### src/frw_defs.svh
// Constants shared by both ends of the serial flash command link.
// Assumes a 10 MHz system clock at both ends and a link clock well below it.
`ifndef FRW_DEFS_SVH
`define FRW_DEFS_SVH

// Opcodes
`define FRW_OP_WR_EN 8'h06
`define FRW_OP_WR_DIS 8'h04
`define FRW_OP_RESUME 8'h7A
`define FRW_OP_HALT 8'h75
`define FRW_OP_WR_STAT 8'h01
`define FRW_OP_PROGRAM 8'h02
`define FRW_OP_ERASE 8'h20
`define FRW_OP_RD_STAT 8'h05
`define FRW_OP_RD_STAT2 8'h35

// Status byte bit positions
`define FRW_ST_BUSY 0
`define FRW_ST_LATCH 1
`define FRW_ST_HALTED 2

// Protection field positions and reset value
`define FRW_PB_CODE_HI 2
`define FRW_PB_TOPBOT 3
`define FRW_PB_GRAN 4
`define FRW_PB_COMPL 5
`define FRW_PB_RESET 6'h00
`define FRW_ARRAY_TOP 22'h200000

// Timing
`define FRW_CLK_NS 100
`define FRW_RESUME_NS 5000
`define FRW_RESUME_CYC (`FRW_RESUME_NS / `FRW_CLK_NS)
`define FRW_PROG_NS 8000
`define FRW_PROG_CYC (`FRW_PROG_NS / `FRW_CLK_NS)
`define FRW_ERASE_NS 40000
`define FRW_ERASE_CYC (`FRW_ERASE_NS / `FRW_CLK_NS)
`define FRW_SCK_NS 800
`define FRW_SCK_HALF_CYC (`FRW_SCK_NS / (2 * `FRW_CLK_NS))
`define FRW_CS_GAP_CYC 16

// Host register offsets and fields
`define FRW_REG_CTRL 8'h00
`define FRW_REG_TXDATA 8'h04
`define FRW_REG_STATUS 8'h08
`define FRW_REG_RXDATA 8'h0C
`define FRW_CTRL_NBITS_LSB 8
`define FRW_MAX_BITS 6'h28

`endif

### src/frw_pkg.sv
// Types shared by both ends of the flash command link.
// Assumes nothing of its surroundings.
package frw_pkg;
	typedef enum logic [1:0] {
		FRW_RUN_NONE = 2'b00,
		FRW_RUN_PROG = 2'b01,
		FRW_RUN_ERASE = 2'b10
	} frw_run_e;

	typedef enum logic [2:0] {
		FRW_H_IDLE = 3'b000,
		FRW_H_LEAD = 3'b001,
		FRW_H_LOW = 3'b010,
		FRW_H_HIGH = 3'b011,
		FRW_H_TRAIL = 3'b100,
		FRW_H_GAP = 3'b101
	} frw_host_e;
endpackage

### src/frw_if.sv
// Serial link between flash host controller and flash command logic.
// Assumes both ends sample the other's outputs through their own synchronisers.
interface frw_if;
	logic cs_n;
	logic sclk;
	logic mosi;
	logic miso;

	modport dev (
		input cs_n,
		input sclk,
		input mosi,
		output miso
	);

	modport host (
		output cs_n,
		output sclk,
		output mosi,
		input miso
	);
endinterface

### src/frw_device.sv
// Flash command logic: resume, write enable latch, protection decode.
// Assumes link pins arrive from another clock domain and are synchronised here.
//
// Added by the designer: the register offsets and the strobed register port.
`include "frw_defs.svh"

module frw_device
	import frw_pkg::*;
(
	input wire logic mclk_i,
	input wire logic reset_n_i,
	frw_if.dev lnk,
	input wire logic wp_n_i,
	output logic busy_o,
	output logic suspended_o,
	output logic write_enable_latch_o,
	output logic [5:0] prot_bits_o
);

	function automatic logic frw_hit(input logic [5:0] pb, input logic [23:0] addr);
		logic [21:0] size;
		logic [21:0] a;
		logic hit;
		size = 22'h000000;
		a = {1'b0, addr[20:0]};
		case (pb[`FRW_PB_CODE_HI:0])
			3'b000: size = 22'h000000;
			3'b001: size = pb[`FRW_PB_GRAN] ? 22'h001000 : 22'h010000;
			3'b010: size = pb[`FRW_PB_GRAN] ? 22'h002000 : 22'h020000;
			3'b011: size = pb[`FRW_PB_GRAN] ? 22'h004000 : 22'h040000;
			3'b100: size = pb[`FRW_PB_GRAN] ? 22'h008000 : 22'h080000;
			3'b101: size = pb[`FRW_PB_GRAN] ? 22'h008000 : 22'h100000;
			default: size = `FRW_ARRAY_TOP;
		endcase
		if (pb[`FRW_PB_TOPBOT]) begin
			hit = a < size;
		end else begin
			hit = a >= (`FRW_ARRAY_TOP - size);
		end
		return hit ^ pb[`FRW_PB_COMPL];
	endfunction

	logic [1:0] cs_s_q;
	logic [1:0] sck_s_q;
	logic [1:0] mosi_s_q;
	logic [1:0] wp_s_q;
	logic cs_prev_q;
	logic sck_prev_q;
	logic [2:0] bit_mod_q;
	logic [2:0] nbytes_q;
	logic [7:0] sh_q;
	logic [7:0] op_q;
	logic [7:0] wsr_data_q;
	logic [23:0] addr_q;
	logic [7:0] out_q;
	logic write_enable_latch_q;
	logic [5:0] pb_q;
	frw_run_e run_q;
	logic [15:0] timer_q;
	logic [15:0] prog_rem_q;
	logic [15:0] erase_rem_q;
	logic [15:0] res_cnt_q;
	logic prog_halt_q;
	logic erase_halt_q;

	logic sck_rise;
	logic frame_end;
	logic byte_done;
	logic [7:0] new_byte;
	logic whole;
	logic busy;
	logic halted;
	logic do_wr_en;
	logic do_wr_dis;
	logic do_resume;
	logic do_halt;
	logic do_wr_stat;
	logic do_prog;
	logic do_erase;
	logic op_done;
	logic [7:0] stat_byte;

	// Two flops at every pin before any logic
	always_ff @(posedge mclk_i or negedge reset_n_i) begin
		if (!reset_n_i) begin
			cs_s_q <= 2'h3;
			sck_s_q <= 2'h0;
			mosi_s_q <= 2'h0;
			wp_s_q <= 2'h0;
			cs_prev_q <= 1'b1;
			sck_prev_q <= 1'b0;
		end else begin
			cs_s_q <= {cs_s_q[0], lnk.cs_n};
			sck_s_q <= {sck_s_q[0], lnk.sclk};
			mosi_s_q <= {mosi_s_q[0], lnk.mosi};
			wp_s_q <= {wp_s_q[0], wp_n_i};
			cs_prev_q <= cs_s_q[1];
			sck_prev_q <= sck_s_q[1];
		end
	end

	assign sck_rise = sck_s_q[1] & ~sck_prev_q & ~cs_s_q[1];
	assign frame_end = cs_s_q[1] & ~cs_prev_q;
	assign byte_done = sck_rise && (bit_mod_q == 3'h7);
	assign new_byte = {sh_q[6:0], mosi_s_q[1]};
	assign whole = (bit_mod_q == 3'h0) && (nbytes_q != 3'h0);

	// Frame shifter; counters clear whenever select is high
	always_ff @(posedge mclk_i or negedge reset_n_i) begin
		if (!reset_n_i) begin
			bit_mod_q <= 3'h0;
			nbytes_q <= 3'h0;
			sh_q <= 8'h00;
			op_q <= 8'h00;
			wsr_data_q <= 8'h00;
			addr_q <= 24'h000000;
		end else if (cs_s_q[1]) begin
			bit_mod_q <= 3'h0;
			nbytes_q <= 3'h0;
		end else if (sck_rise) begin
			sh_q <= new_byte;
			bit_mod_q <= bit_mod_q + 3'h1;
			if (byte_done) begin
				if (nbytes_q != 3'h7) begin
					nbytes_q <= nbytes_q + 3'h1;
				end
				case (nbytes_q)
					3'h0: op_q <= new_byte;
					3'h1: begin
						wsr_data_q <= new_byte;
						addr_q <= {addr_q[15:0], new_byte};
					end
					3'h2, 3'h3: addr_q <= {addr_q[15:0], new_byte};
					default: ; // Data beyond the address is not stored
				endcase
			end
		end
	end

	assign busy = (run_q != FRW_RUN_NONE);
	assign halted = prog_halt_q | erase_halt_q;
	assign stat_byte = {5'h00, halted, write_enable_latch_q, busy};

	// Only the opcode byte matters for the latch and resume commands
	assign do_wr_en = frame_end && whole && (op_q == `FRW_OP_WR_EN);
	assign do_wr_dis = frame_end && whole && (op_q == `FRW_OP_WR_DIS);
	assign do_resume = frame_end && whole && (op_q == `FRW_OP_RESUME) && halted && !busy;
	assign do_halt = frame_end && whole && (op_q == `FRW_OP_HALT) && busy && (res_cnt_q == 16'h0000)
		&& !(run_q == FRW_RUN_PROG && erase_halt_q);
	assign do_wr_stat = frame_end && whole && (op_q == `FRW_OP_WR_STAT) && (nbytes_q >= 3'h2)
		&& write_enable_latch_q && !busy && !halted && wp_s_q[1];
	assign do_prog = frame_end && whole && (op_q == `FRW_OP_PROGRAM) && (nbytes_q >= 3'h5)
		&& write_enable_latch_q && !busy && !prog_halt_q && !frw_hit(pb_q, addr_q);
	assign do_erase = frame_end && whole && (op_q == `FRW_OP_ERASE) && (nbytes_q >= 3'h4)
		&& write_enable_latch_q && !busy && !halted && !frw_hit(pb_q, addr_q);
	assign op_done = busy && (res_cnt_q == 16'h0000) && (timer_q <= 16'h0001) && !do_halt;

	// Set wins over any clear landing in the same cycle
	always_ff @(posedge mclk_i or negedge reset_n_i) begin
		if (!reset_n_i) begin
			write_enable_latch_q <= 1'b0;
		end else if (do_wr_en) begin
			write_enable_latch_q <= 1'b1;
		end else if (do_wr_dis || do_wr_stat || op_done) begin
			write_enable_latch_q <= 1'b0;
		end
	end

	// Protection bits survive only until reset in this model
	always_ff @(posedge mclk_i or negedge reset_n_i) begin
		if (!reset_n_i) begin
			pb_q <= `FRW_PB_RESET;
		end else if (do_wr_stat) begin
			pb_q <= wsr_data_q[5:0];
		end
	end

	// Operation engine: run, halt, resume and countdown
	always_ff @(posedge mclk_i or negedge reset_n_i) begin
		if (!reset_n_i) begin
			run_q <= FRW_RUN_NONE;
			timer_q <= 16'h0000;
			prog_rem_q <= 16'h0000;
			erase_rem_q <= 16'h0000;
			res_cnt_q <= 16'h0000;
			prog_halt_q <= 1'b0;
			erase_halt_q <= 1'b0;
		end else if (do_resume) begin
			res_cnt_q <= 16'(`FRW_RESUME_CYC);
			if (prog_halt_q) begin
				run_q <= FRW_RUN_PROG;
				timer_q <= prog_rem_q;
				prog_halt_q <= 1'b0;
			end else begin
				run_q <= FRW_RUN_ERASE;
				timer_q <= erase_rem_q;
				erase_halt_q <= 1'b0;
			end
		end else if (do_halt) begin
			run_q <= FRW_RUN_NONE;
			if (run_q == FRW_RUN_PROG) begin
				prog_halt_q <= 1'b1;
				prog_rem_q <= timer_q;
			end else begin
				erase_halt_q <= 1'b1;
				erase_rem_q <= timer_q;
			end
		end else if (do_prog) begin
			run_q <= FRW_RUN_PROG;
			timer_q <= 16'(`FRW_PROG_CYC);
		end else if (do_erase) begin
			run_q <= FRW_RUN_ERASE;
			timer_q <= 16'(`FRW_ERASE_CYC);
		end else if (busy) begin
			// Work stands still until the restart latency has run out
			if (res_cnt_q != 16'h0000) begin
				res_cnt_q <= res_cnt_q - 16'h0001;
			end else if (timer_q > 16'h0001) begin
				timer_q <= timer_q - 16'h0001;
			end else begin
				run_q <= FRW_RUN_NONE;
			end
		end
	end

	// Status read-out; byte repeats for as long as the host clocks
	always_ff @(posedge mclk_i or negedge reset_n_i) begin
		if (!reset_n_i) begin
			out_q <= 8'h00;
		end else if (cs_s_q[1]) begin
			out_q <= 8'h00;
		end else if (byte_done && nbytes_q == 3'h0) begin
			if (new_byte == `FRW_OP_RD_STAT) begin
				out_q <= stat_byte;
			end else if (new_byte == `FRW_OP_RD_STAT2) begin
				out_q <= {2'h0, pb_q};
			end else begin
				out_q <= 8'h00;
			end
		end else if (sck_rise && nbytes_q != 3'h0) begin
			out_q <= {out_q[6:0], out_q[7]};
		end
	end

	assign lnk.miso = out_q[7];

	always_ff @(posedge mclk_i or negedge reset_n_i) begin
		if (!reset_n_i) begin
			busy_o <= 1'b0;
			suspended_o <= 1'b0;
			write_enable_latch_o <= 1'b0;
			prot_bits_o <= `FRW_PB_RESET;
		end else begin
			busy_o <= busy;
			suspended_o <= halted;
			write_enable_latch_o <= write_enable_latch_q;
			prot_bits_o <= pb_q;
		end
	end

endmodule

### src/flat_wrapper.sv
// flat-port wrapper written by rule: the top's interface ports become plain ports
module frw_device_flat import frw_pkg::*;
  (mclk_i, reset_n_i, wp_n_i, busy_o, suspended_o, write_enable_latch_o, prot_bits_o, lnk_cs_n, lnk_sclk, lnk_mosi, lnk_miso);
  frw_if lnk_i ();
  input wire logic mclk_i;
  input wire logic reset_n_i;
  input wire logic wp_n_i;
  output logic busy_o;
  output logic suspended_o;
  output logic write_enable_latch_o;
  output logic [5:0] prot_bits_o;
  input wire logic [$bits(lnk_i.cs_n)-1:0] lnk_cs_n;
  input wire logic [$bits(lnk_i.sclk)-1:0] lnk_sclk;
  input wire logic [$bits(lnk_i.mosi)-1:0] lnk_mosi;
  output wire logic [$bits(lnk_i.miso)-1:0] lnk_miso;
  assign lnk_i.cs_n = lnk_cs_n;
  assign lnk_i.sclk = lnk_sclk;
  assign lnk_i.mosi = lnk_mosi;
  assign lnk_miso = lnk_i.miso;
  frw_device u_core (.mclk_i(mclk_i), .reset_n_i(reset_n_i), .lnk(lnk_i), .wp_n_i(wp_n_i), .busy_o(busy_o), .suspended_o(suspended_o), .write_enable_latch_o(write_enable_latch_o), .prot_bits_o(prot_bits_o));
endmodule
### config.mk
export PLATFORM = sky130hd
export DESIGN_NAME = frw_device_flat
export DESIGN_NICKNAME = d
export VERILOG_FILES = /design/src/frw_pkg.sv /design/src/frw_if.sv /design/src/frw_device.sv /design/src/flat_wrapper.sv
export VERILOG_INCLUDE_DIRS = /design/src
export SDC_FILE = /design/constraint.sdc
export NUM_CORES = 1
export LEC_CHECK = 0
export BUFFER_PORTS_ARGS = -buffer_cell sky130_fd_sc_hd__buf_2
export CAP_MARGIN = 20
export CORE_UTILIZATION = 45
export CTS_CLUSTER_DIAMETER = 40
export DETAILED_ROUTE_END_ITERATION = 16
export PLACE_DENSITY_LB_ADDON = 0.05
export SYNTH_ARGS = -nofsm -noshare
export SYNTH_HDL_FRONTEND = slang
export SYNTH_SLANG_ARGS = --single-unit
### constraint.sdc
create_clock -name mclk_i -period 3.3 [get_ports mclk_i]
set_input_delay 0.165 -clock mclk_i [delete_from_list [all_inputs] [get_ports mclk_i]]
set_output_delay 0.165 -clock mclk_i [all_outputs]
set_load 0.02 [all_outputs]
# == Yosys cells after proc, flatten, opt, wreduce, memory -nomap -nowiden ==
# Index checks and enable logic that the tools add are counted.
# word_totals
reg_bits,150
latchBits,0
mem_bits_rw,0
romBits,0
inputBits,6
out_inout_bits,10
wordCells,201
n_memories,0
# classes
addsub,5
n_mul,0
div,0
magnitude_cmp,7
eq_ne,28
shift,0
mux,49
bitwise,10
n_reduce_logical,76
# ops
cell,n
16-bit two-way mux,14
22-bit one-hot mux with 6 select lines,1
1-bit logical AND,36
16-bit by 1-bit subtractor with 16-bit output (second input constant),2
8-bit by 3-bit == test with 1-bit output (second input constant),3
8-bit two-way mux,3
21-bit by 22-bit greater-or-equal comparator with 1-bit output,1
21-bit by 22-bit less-than comparator with 1-bit output,1
22-bit subtractor (first input constant),1
21-bit two-way mux,1
20-bit two-way mux,1
19-bit two-way mux,1
18-bit two-way mux,1
3-bit two-way mux,6
2-bit nonzero test,9
17-bit two-way mux,1
8-bit by 6-bit == test with 1-bit output (second input constant),2
8-bit by 7-bit == test with 1-bit output (second input constant),2
16-bit by 1-bit > comparator with 1-bit output (second input constant),1
16-bit by 1-bit less-or-equal comparator with 1-bit output (second input constant),1
16-bit logical NOT,1
2-bit two-way mux,8
4-bit AND reduction,4
16-bit nonzero test,1
other kinds (30),73

# == Longest topological paths before layout ==
# depth
word_depth,13
depth_mapped,18
mapped_depth_nobuf,16

# == Worst setup path before layout ==
# No wires, ideal clock.
# synth_timing
kind,reg-to-reg
from,reg u_core.pb_q[1]
to,reg u_core.timer_q[0]
setup_ps,72
arrival_ps,3509
t_required_ps,3228
setup_slack_ps,-280
path_stages_with_launch,19
n_path_buf,2
period_less_slack_ps,3580
path_cell_list,dfrtp_1 clkbuf_1 nor2b_1 nand2b_1 ha_1 nor3b_1 a21oi_1 mux2i_1 ha_1 o311a_1 nand4_1 a21oi_1 a211oi_1 nor4b_1 a211o_1 a31oi_1 clkbuf_1 a21oi_1 nor2_1
# synth_via
elab_chain_len,12
word_cells_on_any_way,23
classes_between,add/sub: 1; order compare: 2; eq/ne: 6; mux: 6; bitwise: 1; reduce/logical: 7
# synth_rtl
item,line_no,rtl
start: declaration,frw_device.sv:57,logic [5:0] pb_q;
start signal: assignment,frw_device.sv:172,pb_q <= `FRW_PB_RESET;
start signal: assignment,frw_device.sv:174,pb_q <= wsr_data_q[5:0];
3-bit == test (tied with other cells),frw_device.sv:26,case (pb[`FRW_PB_CODE_HI:0])
22-bit one-hot mux with 6 select lines (*),frw_device.sv:26,
22-bit subtractor (no source line),n/a,
21-bit by 22-bit greater-or-equal comparator with 1-bit output,frw_device.sv:38,hit = a >= (`FRW_ARRAY_TOP - size);
1-bit two-way mux (*),frw_device.sv:35,if (pb[`FRW_PB_TOPBOT]) begin
1-bit bitwise XOR (*),frw_device.sv:40,return hit ^ pb[`FRW_PB_COMPL];
1-bit logical NOT (*),"frw_device.sv:153, frw_device.sv:155",
1-bit logical AND,frw_device.sv:154,assign do_erase = frame_end && whole && (op_q == `FRW_OP_ERASE) && (nbytes_q >= 3'h4)
16-bit two-way mux,frw_device.sv:211,end else if (do_erase) begin
16-bit two-way mux,frw_device.sv:208,end else if (do_prog) begin
16-bit two-way mux,frw_device.sv:199,end else if (do_halt) begin
16-bit two-way mux,frw_device.sv:188,end else if (do_resume) begin
end signal: assignment,frw_device.sv:192,timer_q <= prog_rem_q;
end signal: assignment,frw_device.sv:210,timer_q <= 16'(`FRW_PROG_CYC);
end signal: assignment,frw_device.sv:213,timer_q <= 16'(`FRW_ERASE_CYC);
end: declaration,frw_device.sv:59,logic [15:0] timer_q;
# Mark *: on every way between the ends. The rest lies on a longest branch, timed or not. The select of a mux whose other input is x is not followed.
# A chain may end at the register's enable or synchronous reset.

# == Final worst setup path ==
# layout_timing
from,reg u_core.pb_q[4]
to,reg u_core.timer_q[14]
# layout_via
elab_chain_len,12
word_cells_on_any_way,22
classes_between,add/sub: 1; order compare: 2; eq/ne: 1; mux: 11; bitwise: 1; reduce/logical: 6
# layout_rtl
item,line_no,rtl
17-bit two-way mux (tied with other cells),frw_device.sv:28,3'b001: size = pb[`FRW_PB_GRAN] ? 22'h001000 : 22'h010000;
22-bit one-hot mux with 6 select lines (*),frw_device.sv:26,
22-bit subtractor (no source line),n/a,
21-bit by 22-bit greater-or-equal comparator with 1-bit output,frw_device.sv:38,
1-bit two-way mux (*),frw_device.sv:35,
1-bit bitwise XOR (*),frw_device.sv:40,
1-bit logical NOT (*),"frw_device.sv:153, frw_device.sv:155",
1-bit logical AND,frw_device.sv:154,
16-bit two-way mux,frw_device.sv:211,
16-bit two-way mux,frw_device.sv:208,
16-bit two-way mux,frw_device.sv:199,
16-bit two-way mux,frw_device.sv:188,
# Marked as above.

==> flow_summary.json <==
{
  "cp_cell_sequence": "buf_4, nand3_2, ha_4, nor3b_2, a21oi_1, mux2i_1, ha_1, a21oi_1, nor2_1, a211oi_4, nor4b_1, a211o_1, a311o_2, buf_6, a21oi_2, a21oi_1",
  "synth_edf_count": 0,
  "required_ns": 3.61,
  "numCtsBuffers": 17,
  "avgSynthCellArea_sq_um": 11.1,
  "cp_num_buf_inv": 2,
  "initial_core_util_pct": 46.2,
  "fmax_ghz": 0.294,
  "ant_nets": 0,
  "die_w_um": 130,
  "slew_headroom_pct": 45.5,
  "grtUsageMet2_pct": 33.9,
  "clk-insertion-delay-late_ns": 0.42,
  "ios": 16,
  "ys_seq_area_share_pct": 51.1,
  "tightest_slew_ns": 0.817,
  "synth_nets": 697,
  "grt_usage_pct": 21.6,
  "critPathTopFamily": "compound AO/OA/AOI/OAI gates",
  "drtIter0Drc": 244,
  "routed_wl_um": 16700,
  "dp_hpwl_um": 11000,
  "area_growth_pct": 21.2,
  "final_core_util_pct": 55.9,
  "p_leak_uw": 0.00430,
  "drtPass1Iterations": 4,
  "layout.nets": 768,
  "rsz0062_at_grt": "yes",
  "busiest_layer": "met2",
  "die_y_um": 130,
  "drc": 0,
  "pwr_density_cell_nw_per_um2": 451,
  "path_clk_slew_ns": 0.06,
  "cpPeakStageDelay_ns": 0.45,
  "maxCapViolations": 0,
  "cts_max_level": 4,
  "final-setup-viol-count": 11,
  "dr_total_vias": 5236,
  "grt_pass1_wl_um": 27500,
  "synth_cell_types": 63,
  "grt.overflow.total": 0,
  "violations": "setup timing",
  "drive_gt1_share_pct": 31.0,
  "dieArea_sq_um": 16900,
  "ys_warn_count": 0,
  "hold_class": "register to register",
  "endpoint_kind": "register",
  "core_sq_um": 15900,
  "hold_ws_ns": 0.349,
  "clockBufferDepth": 2,
  "cts_tree": "built",
  "syn_inst": 662,
  "diodes": 0,
  "hold_violations": 0,
  "cp_slowest_cell": "dfrtp_2",
  "stdcell_count": 961,
  "antenna_found_initial": 0,
  "cts_root_buffer": "clkbuf_16",
  "arrival_ns": 3.71,
  "clock_skew_ns": 0.00720,
  "grt_pass1_vias": 5313,
  "seq_area_sq_um": 3760,
  "synth_seq_cells": 150,
  "critical_path_class": "register to register",
  "core.rowCount": 46,
  "dpl.cell_count": 918,
  "fillers": 1374,
  "maxSlewViolCount": 0,
  "fin_crit_sh_pct": 103,
  "final.setup.worst_slack_ns": -0.104,
  "async_flop_share_pct": 100,
  "grt_util_met1_pct": 29.8,
  "wire_per_inst_um": 17.4,
  "post-route-min-period_ns": 3.40,
  "irDropWorstVdd_mv": 0.355,
  "gp_congestion": 0.855,
  "routed_via_density": 5.45,
  "path_max_fanout": 7,
  "syn_area_sq_um": 7360,
  "critPathLaunchType": "register",
  "multi_input_area_sq_um": 3660,
  "outcome": "finished with violations",
  "grt_max_degree": 87,
  "synth_ff_type": "dfrtp_1",
  "crit_top_cell": "a21oi_1",
  "port_buffers": 15,
  "met3_usage_pct": 4.43,
  "clkSinkCount": 150
}
stage by stage:
stage / setup TNS, ns / power (uW) / instance area (sq um) / setup WS, ns
floorplan: 0 / 2020 / 7370 / 0.00298
global route: -2.84 / 4160 / 8920 / -0.268
finish: -0.733 / 4020 / 8920 / -0.104
detailed placement: -1.62 / 2110 / 7980 / -0.230
global placement: -1.19 / 2110 / 7980 / -0.134
CTS: -0.470 / 4060 / 8800 / -0.0602
path summary, 6_finish.rpt:
check / start / endpoint / slack [ns] / depth (start not counted)
max: u_core.pb_q[4]$_DFFE_PN0P_ / u_core.timer_q[14]$_DFFE_PN0P_ / -0.10 / 16
max in group asynchronous: reset_n_i / u_core.cs_s_q[0]$_DFF_PN1_ / 2.01 / 3
max reg2reg: u_core.pb_q[4]$_DFFE_PN0P_ / u_core.timer_q[14]$_DFFE_PN0P_ / -0.10 / 16
min in group asynchronous: reset_n_i / u_core.addr_q[18]$_DFFE_PN0P_ / 0.37 / 2
min: u_core.sck_s_q[0]$_DFF_PN0_ / u_core.sck_s_q[1]$_DFF_PN0_ / 0.35 / 0
min reg2reg: u_core.sck_s_q[0]$_DFF_PN0_ / u_core.sck_s_q[1]$_DFF_PN0_ / 0.35 / 0
flip-flops by register name, indices dropped and copies added (netlist names), 2 cells and up:
register and count:
u_core.timer_q 16, u_core.sck_s_q 2, u_core.wsr_data_q 6, u_core.prot_bits_o 6, u_core.op_q 8, u_core.erase_rem_q 16
u_core.bit_mod_q 3, u_core.addr_q 21, u_core.wp_s_q 2, u_core.mosi_s_q 2, u_core.pb_q 6, u_core.cs_s_q 2
u_core.out_q 8, u_core.run_q 2, u_core.res_cnt_q 16, u_core.sh_q 7, u_core.nbytes_q 3, u_core.prog_rem_q 16
area by class of cell:
class / count / share of cell area (%)
clock buffer: 24 / 5.51
timing repair buffer: 76 / 6.52
multi-input combinational: 471 / 41.0
inverter: 17 / 0.715
clock inverter: 7 / 1.05
sequential: 150 / 42.2
tap: 216 / 3.03
repair_timing:
action,in CTS,in global routing
endpoints found under the hold margin,87,0
hold buffers,5,0
buffers inserted,5,3
setup endpoints to repair,16,18
resized for setup,38,20
pin swaps,11,12
logic make-up (layout without fill, tap and decap cells):
| family | after synthesis | after routing | share of synthesized area (%) |
|---|---|---|---|
| AOI/OAI and AO/OA | 103 | 103 | 8.48 |
| xor gates and xnor gates | 20 | 20 | 2.38 |
| adders and majority gates | 29 | 29 | 4.93 |
| buffers and inverters | 41 | 124 | 2.33 |
| DFF | 150 | 150 | 51.1 |
| muxes | 97 | 97 | 14.6 |
| and+or+nand+nor | 222 | 222 | 16.2 |
layer usage:
metal	vias to the layer above	part of all wire [%]
met5	-	0
met3	25	2.7
met4	0	1.8
li1	2516	-
met2	66	46
met1	2629	49
worst register-to-register path: stages (launching register included):
cell	delay, ns
dfrtp_2	0.45
buf_4	0.14
nand3_2	0.09
ha_4	0.20
nor3b_2	0.15
a21oi_1	0.05
mux2i_1	0.14
ha_1	0.30
a21oi_1	0.20
nor2_1	0.09
a211oi_4	0.26
nor4b_1	0.09
a211o_1	0.34
a311o_2	0.42
buf_6	0.17
a21oi_2	0.13
a21oi_1	0.05
power breakdown:
part / switching, uW / leakage [uW] / internal, uW
Clock: 750 / 0.000283 / 1190
Sequential: 73.9 / 0.00205 / 1880
Combinational: 69.5 / 0.00196 / 51.4
Total: 893 / 0.00430 / 3120
cell usage in the layout (no fill, tap or decap), types with 10 or more instances in the layout:
| cell type | netlist | final |
|---|---|---|
| dfrtp_1 | 147 | 144 |
| mux2_2 | 75 | 75 |
| nand2_1 | 61 | 58 |
| nor2_1 | 51 | 49 |
| buf_4 | 1 | 48 |
| a21oi_1 | 36 | 27 |
| ha_1 | 29 | 24 |
| o21ai_0 | 27 | 22 |
| inv_1 | 17 | 17 |
| clkbuf_16 | 0 | 17 |
| nor3_1 | 16 | 15 |
| buf_2 | 5 | 14 |
| mux2i_1 | 13 | 13 |
| xnor2_1 | 13 | 13 |
| nand3_1 | 12 | 10 |
cells in the mapped netlist, types with 5 or more instances:
| cell | instances | share of area, % |
|---|---|---|
| xnor2_1 | 13 | 1.5 |
| a21oi_1 | 36 | 2.4 |
| nor2b_1 | 9 | 0.77 |
| nor3_1 | 16 | 1.1 |
| mux2i_1 | 13 | 1.8 |
| nand2_1 | 61 | 3.1 |
| ha_1 | 29 | 4.9 |
| a21o_1 | 7 | 0.71 |
| nor4_1 | 6 | 0.51 |
| xor2_1 | 7 | 0.83 |
| nor2_1 | 51 | 2.6 |
| clkbuf_1 | 16 | 0.82 |
| nand3_1 | 12 | 0.82 |
| and3_1 | 8 | 0.68 |
| dfrtp_1 | 147 | 50 |
| a22oi_1 | 6 | 0.61 |
| o21ai_0 | 27 | 1.8 |
| nand4_1 | 8 | 0.68 |
| mux2_1 | 9 | 1.4 |
| mux2_2 | 75 | 11 |
| nand3b_1 | 5 | 0.51 |
| buf_2 | 5 | 0.34 |
| or3_1 | 6 | 0.51 |
| inv_1 | 17 | 0.87 |
Power figures use the tool's default switching activity.
